## config.mk

```make
export PLATFORM = sky130hd
export DESIGN_NAME = fev_sequencer
export DESIGN_NICKNAME = d
export VERILOG_FILES = /design/src/design/fev_pkg.sv /design/src/design/fev_range_gen.sv /design/src/design/fev_sequencer.sv
export VERILOG_INCLUDE_DIRS = /design/src /design/src/design
export SDC_FILE = /design/constraint.sdc
export NUM_CORES = 1
export LEC_CHECK = 0
export BUFFER_PORTS_ARGS = -buffer_cell sky130_fd_sc_hd__buf_2
export CAP_MARGIN = 15
export CORE_MARGIN = 5
export CORE_UTILIZATION = 40
export DETAILED_ROUTE_END_ITERATION = 8
export PLACE_DENSITY = 0.61
export SLEW_MARGIN = 10
export SYNTH_ARGS = -nofsm -noshare
export SYNTH_HDL_FRONTEND = slang
export SYNTH_HIERARCHICAL = 1
export SYNTH_SLANG_ARGS = --single-unit
```

## constraint.sdc

```tcl
create_clock -name clock -period 4.2 [get_ports clock]
set_clock_uncertainty 0.05 [all_clocks]
set_input_delay 0.21 -clock clock [delete_from_list [all_inputs] [get_ports clock]]
set_output_delay 0.21 -clock clock [all_outputs]
set_load 0.1 [all_outputs]
```

## src/design/fev_consts.svh

```systemverilog
// Constants for the flash erase-verify sequencer
`ifndef FEV_CONSTS_SVH
`define FEV_CONSTS_SVH
`define FEV_CMD_BLK_VERIFY 8'h02
`define FEV_CMD_SEC_VERIFY 8'h03
`define FEV_IDX_CMD 3'h0
`define FEV_IDX_SEC_ADDR 3'h1
`define FEV_IDX_SEC_CNT 3'h2
`define FEV_SEL_EEPROM 2'h0
`define FEV_SEL_PFLASH 2'h3
`define FEV_CMD_MSB 15
`define FEV_CMD_LSB 8
`define FEV_SEL_MSB 1
`define FEV_SEL_LSB 0
`endif

```

## src/design/fev_pkg.sv

```systemverilog
// Types for the flash erase-verify sequencer
`default_nettype none
package fev_pkg;
   typedef enum logic [2:0] {FEV_IDLE, FEV_ISSUE, FEV_WAIT, FEV_DONE} fev_state_e;
   typedef logic [15:0] fev_word_t;
endpackage
`default_nettype wire

```

## src/design/fev_range_gen.sv

```systemverilog
// Address range stepper for verify reads
`timescale 1ns/100ps
`default_nettype none
module fev_range_gen #(
   parameter int ADDR_W = 16
) (
   input wire logic clock,
   input wire logic sys_rst,
   input wire logic load,
   input wire logic [ADDR_W-1:0] startAddr,
   input wire logic [ADDR_W-1:0] count,
   input wire logic step,
   output logic [ADDR_W-1:0] curAddr,
   output logic last
);
   logic [ADDR_W-1:0] remain_q;
   always_ff @(posedge clock)
   begin
      if (sys_rst)
      begin
         curAddr <= '0;
         remain_q <= '0;
      end
      else if (load)
      begin
         curAddr <= startAddr;
         remain_q <= count;
      end
      else if (step)
      begin
         curAddr <= curAddr + 1'b1;
         remain_q <= remain_q - 1'b1;
      end
   end
   assign last = (remain_q <= 1);
endmodule // fev_range_gen
`default_nettype wire

```

## src/design/fev_sequencer.sv

```systemverilog
// Erase-verify command sequencer
// Operation
// RULE1: Block check needs code 0x02 with block select in word index 000.
// RULE2: Select 00 is EEPROM, 11 program flash; 01 and 10 raise access error.
// RULE3: Clearing complete flag launches; every location of the block is checked erased.
// RULE4: Complete flag sets again only after the whole verification finishes.
// RULE5: A non-blank location sets both verify error and uncorrectable bits.
// RULE6: Word index other than 000 at launch sets the access error flag.
// RULE7: An invalid block select code sets the access error flag.
// RULE8: Any read error during the check sets the verify error bit.
// RULE9: Any non-correctable read error sets the uncorrectable bit.
// RULE10: Section check verifies exactly the given start address and phrase count.
// RULE11: On access error skip verification, set complete, keep verify bits.
`timescale 1ns/100ps
`default_nettype none
`include "fev_consts.svh"
module fev_sequencer #(
   parameter int ADDR_W = 16,
   parameter int PF_WORDS = 16'h8000,
   parameter int EE_WORDS = 16'h0100
) (
   input wire logic clock,
   input wire logic sys_rst,
   input wire logic paramWrite,
   input wire logic [2:0] cmdWordIndex,
   input wire logic [15:0] cmdParamWord,
   input wire logic launch,
   input wire logic clearErrors,
   output logic cmdCompleteFlag,
   output logic accessErrorFlag,
   output logic protectViolationFlag,
   output logic verifyErrorBit,
   output logic verifyUncorrectableBit,
   output logic memRead,
   output logic memSelPflash,
   output logic [ADDR_W-1:0] memAddr,
   input wire logic memReady,
   input wire logic memErased,
   input wire logic memReadErr,
   input wire logic memUncorrErr
);
   // Section words are 16 bits, so a wider address could not be loaded
   if (ADDR_W < 1 || ADDR_W > 16 || PF_WORDS < 1 || PF_WORDS >= (1 << ADDR_W)
      || EE_WORDS < 1 || EE_WORDS >= (1 << ADDR_W))
   begin : g_bad_params
      $error("fev_sequencer: block sizes do not fit ADDR_W");
   end

   fev_pkg::fev_word_t words_q [3];
   logic [2:0] idx_q;
   fev_pkg::fev_state_e state_q;
   logic isPflash_q;
   logic load, step, last;
   logic [ADDR_W-1:0] rgStart, rgCount, curAddr;
   logic [7:0] cmd;
   logic [1:0] sel;
   logic selOk, idxOk, isBlk, isSec, access_error_flag;

   always_ff @(posedge clock)
   begin
      if (sys_rst)
      begin
         words_q[0] <= '0;
         words_q[1] <= '0;
         words_q[2] <= '0;
         idx_q <= '0;
      end
      else if (paramWrite && cmdCompleteFlag)
      begin
         idx_q <= cmdWordIndex;
         if (cmdWordIndex <= `FEV_IDX_SEC_CNT)
            words_q[cmdWordIndex[1:0]] <= cmdParamWord;
      end
   end

   assign cmd = words_q[0][`FEV_CMD_MSB:`FEV_CMD_LSB];
   assign sel = words_q[0][`FEV_SEL_MSB:`FEV_SEL_LSB];
   assign isBlk = (cmd == `FEV_CMD_BLK_VERIFY); // RULE1
   assign isSec = (cmd == `FEV_CMD_SEC_VERIFY);
   assign selOk = (sel == `FEV_SEL_EEPROM) || (sel == `FEV_SEL_PFLASH); // RULE2 RULE7
   assign idxOk = isBlk ? (idx_q == `FEV_IDX_CMD) : (idx_q == `FEV_IDX_SEC_CNT); // RULE6
   assign access_error_flag = !idxOk || (isBlk && !selOk) || (!isBlk && !isSec)
      || (isSec && words_q[2] == '0);
   // Range chosen per command: whole block, or exactly the section
   assign rgStart = isBlk ? '0 : words_q[1][ADDR_W-1:0]; // RULE10
   assign rgCount = isBlk ? ((sel == `FEV_SEL_PFLASH) ? ADDR_W'(PF_WORDS) : ADDR_W'(EE_WORDS))
      : words_q[2][ADDR_W-1:0]; // RULE3 RULE10
   assign load = (state_q == fev_pkg::FEV_IDLE) && launch && cmdCompleteFlag && !access_error_flag;
   assign step = (state_q == fev_pkg::FEV_WAIT) && memReady && !last;

   fev_range_gen #(.ADDR_W(ADDR_W)) u_range (
      .clock(clock),
      .sys_rst(sys_rst),
      .load(load),
      .startAddr(rgStart),
      .count(rgCount),
      .step(step),
      .curAddr(curAddr),
      .last(last)
   );

   always_ff @(posedge clock)
   begin
      if (sys_rst)
      begin
         state_q <= fev_pkg::FEV_IDLE;
         isPflash_q <= 1'b0;
      end
      else
      begin
         unique case (state_q)
            fev_pkg::FEV_IDLE:
               if (load)
               begin
                  state_q <= fev_pkg::FEV_ISSUE;
                  isPflash_q <= !isBlk || (sel == `FEV_SEL_PFLASH); // RULE2
               end
            fev_pkg::FEV_ISSUE:
               state_q <= fev_pkg::FEV_WAIT;
            fev_pkg::FEV_WAIT:
               if (memReady)
                  state_q <= last ? fev_pkg::FEV_DONE : fev_pkg::FEV_ISSUE; // RULE3
            fev_pkg::FEV_DONE:
               state_q <= fev_pkg::FEV_IDLE;
         endcase
      end
   end

   always_ff @(posedge clock)
   begin
      if (sys_rst)
      begin
         memRead <= 1'b0;
         memSelPflash <= 1'b0;
         memAddr <= '0;
      end
      else
      begin
         memRead <= (state_q == fev_pkg::FEV_ISSUE);
         memSelPflash <= isPflash_q;
         memAddr <= curAddr;
      end
   end

   // Complete flag clear is the launch; an access error completes at once
   always_ff @(posedge clock)
   begin
      if (sys_rst)
         cmdCompleteFlag <= 1'b1;
      else if (state_q == fev_pkg::FEV_IDLE && launch && cmdCompleteFlag)
         cmdCompleteFlag <= access_error_flag; // RULE11
      else if (state_q == fev_pkg::FEV_DONE)
         cmdCompleteFlag <= 1'b1; // RULE4
   end

   always_ff @(posedge clock)
   begin
      if (sys_rst)
      begin
         accessErrorFlag <= 1'b0;
         protectViolationFlag <= 1'b0;
      end
      else if (state_q == fev_pkg::FEV_IDLE && launch && cmdCompleteFlag && access_error_flag)
         accessErrorFlag <= 1'b1; // RULE6 RULE7
      else if (clearErrors)
         accessErrorFlag <= 1'b0;
   end

   // Verify bits are cleared at a good launch, then only set during the scan
   always_ff @(posedge clock)
   begin
      if (sys_rst)
      begin
         verifyErrorBit <= 1'b0;
         verifyUncorrectableBit <= 1'b0;
      end
      else if (load)
      begin
         verifyErrorBit <= 1'b0;
         verifyUncorrectableBit <= 1'b0;
      end
      else if (state_q == fev_pkg::FEV_WAIT && memReady)
      begin
         if (!memErased || memReadErr)
            verifyErrorBit <= 1'b1; // RULE5 RULE8
         if (!memErased || memUncorrErr)
            verifyUncorrectableBit <= 1'b1; // RULE5 RULE9
      end
   end

   property p_acc_complete;
      @(posedge clock) disable iff (sys_rst)
      (state_q == fev_pkg::FEV_IDLE && launch && cmdCompleteFlag && access_error_flag)
      |=> (cmdCompleteFlag && accessErrorFlag && $stable(verifyErrorBit));
   endproperty
   a_acc_complete: assert property (p_acc_complete) else $error("access error not completed"); // RULE11

   property p_launch_clears;
      @(posedge clock) disable iff (sys_rst)
      load |=> !cmdCompleteFlag && state_q == fev_pkg::FEV_ISSUE;
   endproperty
   a_launch_clears: assert property (p_launch_clears) else $error("launch did not start"); // RULE3

   property p_done_sets;
      @(posedge clock) disable iff (sys_rst)
      !cmdCompleteFlag && state_q != fev_pkg::FEV_DONE |=> !cmdCompleteFlag;
   endproperty
   a_done_sets: assert property (p_done_sets) else $error("complete set early"); // RULE4

   property p_blank_fail;
      @(posedge clock) disable iff (sys_rst)
      (state_q == fev_pkg::FEV_WAIT && memReady && !memErased)
      |=> verifyErrorBit && verifyUncorrectableBit;
   endproperty
   a_blank_fail: assert property (p_blank_fail) else $error("blank fail bits missing"); // RULE5

   property p_read_err;
      @(posedge clock) disable iff (sys_rst)
      (state_q == fev_pkg::FEV_WAIT && memReady && memReadErr) |=> verifyErrorBit;
   endproperty
   a_read_err: assert property (p_read_err) else $error("read error not flagged"); // RULE8

   property p_uncorr_err;
      @(posedge clock) disable iff (sys_rst)
      (state_q == fev_pkg::FEV_WAIT && memReady && memUncorrErr) |=> verifyUncorrectableBit;
   endproperty
   a_uncorr_err: assert property (p_uncorr_err) else $error("uncorrectable not flagged"); // RULE9

   property p_bad_idx;
      @(posedge clock) disable iff (sys_rst)
      (state_q == fev_pkg::FEV_IDLE && launch && cmdCompleteFlag && isBlk
         && idx_q != `FEV_IDX_CMD) |=> accessErrorFlag;
   endproperty
   a_bad_idx: assert property (p_bad_idx) else $error("index error missed"); // RULE6

   property p_bad_sel;
      @(posedge clock) disable iff (sys_rst)
      (state_q == fev_pkg::FEV_IDLE && launch && cmdCompleteFlag && isBlk && !selOk)
      |=> accessErrorFlag && cmdCompleteFlag;
   endproperty
   a_bad_sel: assert property (p_bad_sel) else $error("select error missed"); // RULE7
endmodule // fev_sequencer
`default_nettype wire

```

==> results of run 1 <==
metal layers:
layer	vias up	part of all wire [%]
li1	1722	-
met1	1576	50
met2	50	45
met3	11	3.5
met4	0	1.3
met5	-	0
area by class of cell:
type	instances	area, sq um	area share [%]
Timing Repair Buffer	56	300	5.51
Inverter	25	93.8	1.72
Sequential cell	102	2460	45.2
Tap cell	143	179	3.29
Multi-Input combinational cell	318	2110	38.8
Clock inverter	7	72.6	1.33
Clock buffer	9	225	4.14
critical path, delay by kind of cell (launching register included):
kind / cells / cell delay, ns
fa+ha+maj: 1 / 0.23
flops: 1 / 0.39
buf+inv: 1 / 0.06
simple gates: 6 / 2.02
compound gates: 1 / 0.31
power by group through the flow:
| stage | Combinational, uW | Clock (uW) | Sequential [uW] |
|---|---|---|---|
| 2_1_floorplan | 64.3 | 0 | 1100 |
| 3_3_place_gp | 116 | 0 | 1090 |
| 3_5_place_dp | 117 | 0 | 1090 |
| 4_1_cts | 119 | 860 | 1070 |
| 5_1_grt | 131 | 896 | 1070 |
| 6_report | 118 | 837 | 1070 |
how the worst max path moves through the flow:
stage,startpoint,slack (ns),endpoint
floorplan,cmdCompleteFlag,1.19,u_range/curAddr[10]
global placement,u_range/remain_q[0],1.18,u_range/remain_q[13]
detailed placement,u_range/remain_q[0],1.04,u_range/remain_q[13]
CTS,u_range/remain_q[0],1.01,u_range/remain_q[13]
global route,u_range/remain_q[0],0.71,u_range/remain_q[13]
finish,u_range/remain_q[0],1.03,u_range/remain_q[13]
cell families (layout without fill, tap and decap cells):
kind of cell / Yosys count / after routing / synth area share, %
mux: 7 / 7 / 1.53
xor+xnor: 24 / 24 / 4.42
fa+ha+maj: 4 / 4 / 1.05
compound gates: 70 / 70 / 10.1
flops: 102 / 102 / 51.8
other cells: 1 / 1 / 0.0789
simple gates: 212 / 212 / 27.1
buf+inv: 48 / 97 / 3.92
cells in the final DEF (no fill, tap or decap), types with 6 or more instances in the layout:
cell        n
xnor2_1    11
buf_2      49
a21oi_1    31
nand4_1     9
clkbuf_16   9
nor3_1     16
buf_4       6
nor2b_1    55
edfxtp_1   42
and2_1     28
nor2_1     22
nand2_1    16
dfxtp_1    60
nand3_1     9
nor4_1     11
inv_1      25
xor2_1     13
and3_1     16
o21a_1     19
through the flow:
step / instance area [sq um] / power [uW]
final: 5450 / 2020
after global routing: 5450 / 2100
after CTS: 5450 / 2040
after detailed placement: 5140 / 1210
after global placement: 5140 / 1200
after floorplan: 4750 / 1160
state kept, by name, indices dropped and copies added (netlist names):
name / flops
verifyUncorrectableBit: 1
accessErrorFlag: 1
memRead: 1
verifyErrorBit: 1
cmdCompleteFlag: 1
words_q: 42
memAddr: 16
isPflash_q: 1
u_range/curAddr: 16
memSelPflash: 1
state_q: 2
u_range/remain_q: 16
idx_q: 3
what timing repair did:
item                                    in CTS  in global routing
endpoints found under the setup margin       0                  0
hold buffers                                 1                  0
hold endpoints to repair                     1                  0
==> flow_summary_export.csv, run 1 <==
group,metric,value,unit
setup_path,cpMostUsedCell,"nor3_1",
setup_path,path_cells,"inv_1 -> ha_1 -> nor2_1 -> nor3_1 -> nor3b_2 -> or3b_2 -> nor4_4 -> nor3_1 -> a2111oi_2",
worst_hold_path,hold_class,"input pin to register",
pwr,p_comb_share,5.8,%
logic_synthesis,synth.most_common_cell,"dfxtp_1",
logic_synthesis,synth-async-reset-ratio,0,%
cells_and_area,fin_nets,544,
clock_network,clockRootBuffer,"clkbuf_16",
worst_hold_path,hold_start,"cmdWordIndex[0]",
grt,gr-usage-met1,20.1,%
cells_and_area,diodes,0,
floorplanning,start_util,41.3,%
clock_network,clk_latency,0.34,ns
setup_path,cp_slowest_cell,"nor3b_2",
logic_synthesis,syn_area,4750,sq um
floorplanning,die_h,119,microns
grt,grt_max_degree,67,
detailed_routing,drc,0,
sta,period_share,75.5,%
cells_and_area,finalNonFillerCells,660,
sta,tns,0,ns
setup_path,startpoint_type,"register",
sta,rsz0062_at_grt,"no",
clock_network,clock-sinks,102,
pwr,p_sw,464,uW
setup_path,rr_endpoint,"u_range/remain_q[13]",
clock_network,numCtsBuffers,9,
logic_synthesis,synth-main-ff-cell,"dfxtp_1",
sta,final-hold-violation-count,0,
sta,setup_ws,1.03,ns
setup_path,critPathCaptureType,"register",
pwr,irDropWorstVdd,0.173,mV
floorplanning,core,11500,sq um
setup_path,cp_slowest_stage_delay,0.80,ns
worst_hold_path,hold_path_end,"idx_q[0]",
setup_path,crit_required,4.39,ns
sta,holdWs,0.0993,ns
setup_path,crit_path_max_fanout,16,
status,status,"finished clean",
sta,maxSlewViolCount,0,
grt,grt_use_met3,3.13,%
setup_path,critical_path_arrival,3.35,ns
logic_synthesis,synth_edf_count,42,
grt,grt_pass1_wl,16.4,mm
setup_path,reg2reg_from,"u_range/remain_q[0]",
placed_design,dp.cells,643,
logic_synthesis,synth_cell_type_count,50,
floorplanning,io_pins,51,
detailed_routing,wl_per_cell,14.8,microns
cells_and_area,area_growth,14.6,%
setup_path,path_class,"register to register",
job,max_cap_viol_count,0,
clock_network,clk_pin_slew,0.07,ns
detailed_routing,first_iter_violations,196,
placed_design,pre_cts_ws,1.04,ns
setup_path,rr_worst_depth,9,
detailed_routing,detail-route-antenna-nets,0,
pwr,powerDensity,371,nW/um^2
logic_synthesis,ys_ff_latch,102,
sta,setup_viol,0,
clock_network,cts_resized,0,
logic_synthesis,yosysSeqAreaShare,51.8,%
pwr,p_sw_share,23.0,%
pwr,seq_power_share,52.8,%
logic_synthesis,avgSynthCellArea,10.2,sq um
setup_path,reg2reg_slack,1.03,ns
logic_synthesis,synth_top_area_share,26.5,%
grt,antenna_found_initial,0,
floorplanning,die_w,119,microns
logic_synthesis,synth.net_count,500,
clock_network,h-tree-depth,3,
logic_synthesis,syn_inst,468,
pwr,clkPwrFrac,41.4,%
logic_synthesis,synth_commonest_cells,"dfxtp_1 (60), nor2b_1 (55), edfxtp_1 (42), a21oi_1 (31), and2_1 (28)",
placed_design,gp_congestion,0.793,
grt,top_usage_layer,"met2",
cells_and_area,num-fill-cells,1092,
cells_and_area,fin_util,47.3,%
detailed_routing,viasPerCell,5.09,
clock_network,cts_tree,"done",
cells_and_area,drive_above_1_share,17.4,%
detailed_routing,drt_pass1_iterations,4,
sta,period_needed,3.17,ns
placed_design,port_buffers,49,
detailed_routing,wirelength,9.78,mm
clock_network,max-clock-path-buffers,2,
pwr,power_leakage,0.00224,uW
floorplanning,dieArea,14200,sq um
sta,relSlewSlack,35.3,%
grt,grt.total_usage,14.2,%
sta,worst_pin_slew,0.967,ns
grt,grt_overflow,0,
logic_synthesis,ys_warn_count,6,
logic_synthesis,synth_area_leaders,"edfxtp_1 (27%), dfxtp_1 (25%), nor2b_1 (7.2%)",
placed_design,dpl.hpwl,6.85,mm
floorplanning,rows,39,
grt,grt_pass1_vias,3309,
worst_hold_path,min_path_cells,3,
sta,max_clock_freq,316,MHz
logic_synthesis,yosysTopAreaCell,"edfxtp_1",
detailed_routing,via_count,3359,
grt,gr-usage-met2,21.8,%
pwr,p_int,1560,uW
clock_network,post-cts-setup-buffers,0,
No activity file was read; power rests on OpenSTA's default activity.
==> run 2, diff against run 1 <==
Clock period 4.2 ns to 3 ns, I/O delays scaled along.
==> run 2 against run 1 <==
  * Die area did not move
  * Core utilization rose by 0.42 points
  * Critical path depth fell by 3
  * Total power rose by 36%
  * Combinational power rose by 41%
  * Critical endpoint is now u_range/remain_q[12]
==> flow_summary_export.csv, run 2 (same netlist as run 1, synthesis figures left out) <==
group,metric,value,unit
grt,gr-usage-met1,21.6,%
cells_and_area,diodes,0,
clock_network,clock-sinks,102,
setup_path,reg2reg_slack,0.21,ns
grt,grt_overflow,0,
setup_path,cp_top_family,"simple AND/OR/NAND/NOR gates",
setup_path,critPathCaptureType,"register",
floorplanning,die_w,119,microns
clock_network,clockRootBuffer,"clkbuf_16",
clock_network,post-cts-setup-buffers,0,
clock_network,numCtsBuffers,9,
sta,setup_viol,0,
detailed_routing,via_count,3362,
sta,holdWs,0.0280,ns
pwr,p_comb_share,6.1,%
sta,period_share,92.9,%
sta,rsz0062_at_grt,"no",
detailed_routing,first_iter_violations,165,
pwr,p_sw,631,uW
cells_and_area,top_register,"words_q",
cells_and_area,fin_nets,552,
floorplanning,die_h,119,microns
setup_path,crit_path_max_fanout,57,
cells_and_area,layout.area.seq,2460,sq um
grt,grt_use_met3,2.80,%
pwr,irDropWorstVdd,0.277,mV
cells_and_area,multi_input_area,2120,sq um
job,max_cap_viol_count,0,
worst_hold_path,hold_class,"input pin to register",
cells_and_area,area_growth,15.6,%
cells_and_area,drive_above_1_share,18.7,%
placed_design,pre_cts_ws,0.0642,ns
sta,period_needed,2.79,ns
grt,gr-usage-met2,20.9,%
setup_path,cp_slowest_cell,"or4_4",
setup_path,cpMostUsedCell,"or4_4",
placed_design,gp_congestion,0.814,
detailed_routing,drc,0,
grt,grt_max_degree,61,
detailed_routing,detail-route-antenna-nets,0,
status,status,"finished clean",
setup_path,critical_path_arrival,2.97,ns
pwr,seq_power_share,54.4,%
clock_network,clk_latency,0.35,ns
placed_design,port_buffers,49,
grt,antenna_found_initial,0,
sta,max_clock_freq,359,MHz
sta,relSlewSlack,55.5,%
pwr,power_leakage,0.00229,uW
clock_network,cts_tree,"done",
pwr,p_int,2110,uW
detailed_routing,wl_per_cell,14.8,microns
clock_network,h-tree-depth,3,
sta,final-hold-violation-count,0,
sta,tns,0,ns
cells_and_area,mostFrequentLayoutCells,"dfxtp_1 (59), nor2b_1 (55), buf_2 (49), edfxtp_1 (42), a21oi_1 (31)",
setup_path,cp_slowest_stage_delay,0.57,ns
pwr,powerDensity,499,nW/um^2
grt,top_usage_layer,"met1",
grt,grt_pass1_vias,3284,
pwr,clkPwrFrac,39.5,%
setup_path,path_class,"register to register",
setup_path,startpoint_type,"register",
floorplanning,rows,39,
sta,maxSlewViolCount,0,
floorplanning,start_util,41.3,%
setup_path,crit_required,3.18,ns
floorplanning,core,11500,sq um
floorplanning,dieArea,14200,sq um
cells_and_area,num-fill-cells,1075,
grt,grt_pass1_wl,16.7,mm
cells_and_area,mostFrequentLayoutCell,"dfxtp_1",
detailed_routing,wirelength,9.86,mm
clock_network,clk_pin_slew,0.07,ns
setup_path,cp_num_buf_inv,1,
sta,setup_ws,0.212,ns
setup_path,path_cells,"or4_4 -> or4_4 -> a2111oi_4 -> buf_12 -> nor2b_1 -> a2111oi_1",
placed_design,dpl.hpwl,7.02,mm
cells_and_area,largest_register_ffs,42,
pwr,p_sw_share,23.0,%
detailed_routing,drt_pass1_iterations,6,
cells_and_area,fin_util,47.7,%
detailed_routing,viasPerCell,5.04,
sta,worst_pin_slew,0.665,ns
clock_network,max-clock-path-buffers,2,
grt,grt.total_usage,14.7,%
floorplanning,io_pins,51,
run 2: per-stage QoR:
stage          cells  power (uW)  instance area (sq um)
2_1_floorplan    468        1630                   4750
3_3_place_gp     651        1690                   5210
3_5_place_dp     651        1690                   5210
4_1_cts          667        2780                   5490
5_1_grt          667        2850                   5500
6_report         667        2740                   5500
run 2: final cells by class:
cell class	instances	area share [%]
repair buffers	64	6.79
multi-input cells	318	38.6
clock inverters	4	0.433
well taps	143	3.26
inverters	25	1.71
clock buffers	11	4.42
flip-flops and latches	102	44.8
run 2: worst min-delay path: stages:
cell and delay (ns):
buf_2 0.12, nand3_1 0.06, a21oi_1 0.05
run 2: path summary, 6_finish.rpt:
check                           cells past startpoint             from              endpoint
worst max-delay path                                6   words_q[0][15]  u_range/remain_q[12]
worst min-delay path                                3  cmdWordIndex[0]              idx_q[0]
worst max register to register                      6   words_q[0][15]  u_range/remain_q[12]
worst min register to register                      1       isPflash_q          memSelPflash
run 2: per-layer routing:
layer / wire length (microns) / share of wire (%) / up-vias
met5: 0 / 0 / -
met4: 197 / 2.0 / 0
met3: 360 / 3.7 / 13
met2: 4270 / 43 / 69
met1: 5030 / 51 / 1546
li1: - / - / 1734
run 2: power by group through the flow:
stage | Combinational, uW | Sequential, uW | Clock, uW
global placement | 163 | 1520 | 0
detailed placement | 165 | 1520 | 0
floorplan | 90.0 | 1540 | 0
CTS | 167 | 1490 | 1120
finish | 166 | 1490 | 1080
global route | 184 | 1500 | 1170
run 2: timing repair:
item	CTS	global route
hold buffers	1	0
hold endpoints to repair	1	0
endpoints found under the setup margin	0	8
resized for setup	0	1
==> run 3, diff against run 2 <==
Settings changed: ABC_AREA set to 1.
==> run 3 against run 2 <==
  * Non-clock buffer count is 8 lower
  * Sequential share of layout area is 1.6 points lower
  * Final area is 3.6% higher
  * Routed wire length is 23% higher
  * Sequential power hardly changed
  * Clock power is 15% higher
  * Critical path depth is 8 higher
  * Sequential cell count stayed put
  * Global-route usage is 2.5 points higher
  * Critical path type unchanged
  * First-iteration DRC count is 82% higher
  * Register-to-register slack better by 0.29 ns
==> flow_summary_export.csv, run 3 <==
group,metric,value,unit
cells_and_area,fin_nets,733,
sta,worst_pin_slew,0.727,ns
floorplanning,dieArea,14800,sq um
logic_synthesis,syn_inst,655,
floorplanning,rows,40,
logic_synthesis,avgSynthCellArea,7.62,sq um
placed_design,pre_cts_ws,0.512,ns
sta,relSlewSlack,51.4,%
setup_path,startpoint_type,"register",
logic_synthesis,synth_top_area_share,25.3,%
placed_design,port_buffers,49,
sta,period_share,83.2,%
cells_and_area,mostFrequentLayoutCells,"nor2_1 (147), nand2_1 (118), inv_1 (109), dfxtp_1 (60), buf_2 (49)",
setup_path,critPathCaptureType,"register",
grt,grt_pass1_wl,20.1,mm
cells_and_area,mostFrequentLayoutCell,"nor2_1",
logic_synthesis,ys_ff_latch,102,
sta,final-hold-violation-count,0,
sta,setup_ws,0.505,ns
setup_path,reg2reg_from,"u_range/remain_q[0]",
logic_synthesis,ys_warn_count,6,
clock_network,cts_resized,0,
detailed_routing,wirelength,12.2,mm
cells_and_area,top_register,"words_q",
logic_synthesis,synth_cell_type_count,37,
detailed_routing,via_count,4194,
cells_and_area,largest_register_ffs,42,
clock_network,clockRootBuffer,"clkbuf_16",
worst_hold_path,hold_class,"input pin to register",
detailed_routing,highest_layer,"met4",
cells_and_area,area_growth,14.1,%
clock_network,numCtsBuffers,9,
pwr,irDropWorstVdd,0.453,mV
clock_network,max-clock-path-buffers,2,
logic_synthesis,synth_area_leaders,"edfxtp_1 (25%), dfxtp_1 (24%), nor2_1 (11%)",
clock_network,clk_latency,0.35,ns
sta,tns,0,ns
detailed_routing,detail-route-antenna-nets,0,
grt,grt_max_degree,46,
logic_synthesis,synth.net_count,687,
floorplanning,start_util,41.2,%
grt,antenna_found_initial,0,
detailed_routing,wl_per_cell,13.9,microns
detailed_routing,drc,0,
sta,period_needed,2.50,ns
logic_synthesis,synth-main-ff-cell,"dfxtp_1",
clock_network,clock-sinks,102,
detailed_routing,viasPerCell,4.80,
logic_synthesis,yosysSeqAreaShare,49.4,%
job,max_cap_viol_count,0,
pwr,power_leakage,0.00253,uW
setup_path,crit_path_max_fanout,25,
detailed_routing,first_iter_violations,300,
sta,rsz0062_at_grt,"no",
floorplanning,core,12100,sq um
setup_path,crit_required,3.23,ns
sta,maxSlewViolCount,0,
setup_path,critical_path_arrival,2.72,ns
setup_path,crit_start,"u_range/remain_q[0]",
detailed_routing,dr_wl_met3,521,microns
clock_network,h-tree-depth,3,
logic_synthesis,synth-async-reset-ratio,0,%
detailed_routing,drt_pass1_iterations,5,
floorplanning,die_h,122,microns
cells_and_area,num-fill-cells,1244,
placed_design,gp_congestion,0.937,
setup_path,path_class,"register to register",
logic_synthesis,yosysTopAreaCell,"edfxtp_1",
grt,grt.total_usage,17.2,%
logic_synthesis,synth_commonest_cells,"nor2_1 (147), nand2_1 (118), inv_1 (109), dfxtp_1 (60), edfxtp_1 (42)",
pwr,powerDensity,508,nW/um^2
cells_and_area,diodes,0,
grt,grt_pass1_vias,4036,
detailed_routing,drt-met1-wl,5.48,mm
logic_synthesis,synth_edf_count,42,
floorplanning,io_pins,51,
clock_network,ctsHoldBuffers,1,
logic_synthesis,synth.most_common_cell,"nor2_1",
worst_hold_path,hold_start,"memReadErr",
clock_network,cts_tree,"done",
detailed_routing,met2_length,6.00,mm
placed_design,dpl.hpwl,8.92,mm
clock_network,post-cts-setup-buffers,0,
floorplanning,die_w,122,microns
cells_and_area,drive_above_1_share,12.9,%
sta,setup_viol,0,
status,status,"finished clean",
grt,grt_overflow,0,
logic_synthesis,syn_area,4990,sq um
clock_network,clk_pin_slew,0.07,ns
sta,max_clock_freq,401,MHz
-- run 3: cell count changes after synthesis, sizes merged, moves of 17 or more --
cell,before,now
a22oi,0,17
and2,28,1
inv,25,112
nand2,16,123
nand3,9,30
nor2,22,156
nor2b,55,0
o21a,19,0
-- run 3: layout make-up --
cell class / instances / area, sq um / area share, %
clock buffers: 9 / 225 / 3.96
clock inverters: 7 / 87.6 / 1.54
inverters: 112 / 420 / 7.38
multi-input cells: 420 / 1990 / 34.9
flip-flops and latches: 102 / 2460 / 43.2
well taps: 168 / 210 / 3.69
repair buffers: 56 / 300 / 5.27
-- run 3: worst paths after layout --
path / end / slack [ns] / cells past startpoint
worst max-delay path: u_range/curAddr[4] / 0.50 / 14
worst min-delay path: verifyErrorBit / 0.05 / 3
worst max register to register: u_range/curAddr[4] / 0.50 / 14
worst min register to register: memSelPflash / 0.39 / 2
-- run 3: where the power goes --
group          switching [uW]  leakage [uW]  internal [uW]
logic                     120       0.00146           45.4
registers                16.9      0.000917           1480
clock network             509      0.000153            726
total                     645       0.00253           2250
-- run 3: worst max-delay path: stages, from the launching register on --
cell and delay, ns:
dfxtp_1 0.38, inv_1 0.11, ha_1 0.25, nand2_2 0.16, nand2_1 0.07, nand4_1 0.07
nor4_1 0.06, nor3_1 0.20, buf_4 0.18, inv_2 0.07, nor2_8 0.33, inv_2 0.13
o21ai_1 0.15, o21ai_1 0.08, a21oi_1 0.13
-- run 3: stage by stage --
step                      instances  instance area, sq um  utilization, %  hold WS [ns]  power (uW)
after floorplan                 655                  4990               -         0.263        1630
after global placement          857                  5370            44.3         0.355        1690
final                           874                  5690            47.0        0.0509        2890
after detailed placement        857                  5370            44.3         0.375        1690
after CTS                       874                  5690            47.0        0.0380        2920
after global routing            874                  5690            47.0        0.0791        3010
-- run 3: cells by family after synthesis --
family                   Yosys count  share of synthesized area (%)
other                              1                         0.0752
AND/OR/NAND/NOR                  328                           28.1
XOR/XNOR                           7                           1.23
adder cells (fa/ha/maj)            4                           1.00
AO/OA/AOI/OAI                     80                           9.43
flip-flops                       102                           49.4
buffers and inverters            133                           10.8
-- run 3: routing by layer --
metal  GRT usage, %  vias to the layer above
met3           3.57                       14
met4           5.11                        0
met5              0                        -
li1               -                     2147
met1           21.6                     1942
met2           29.8                       91
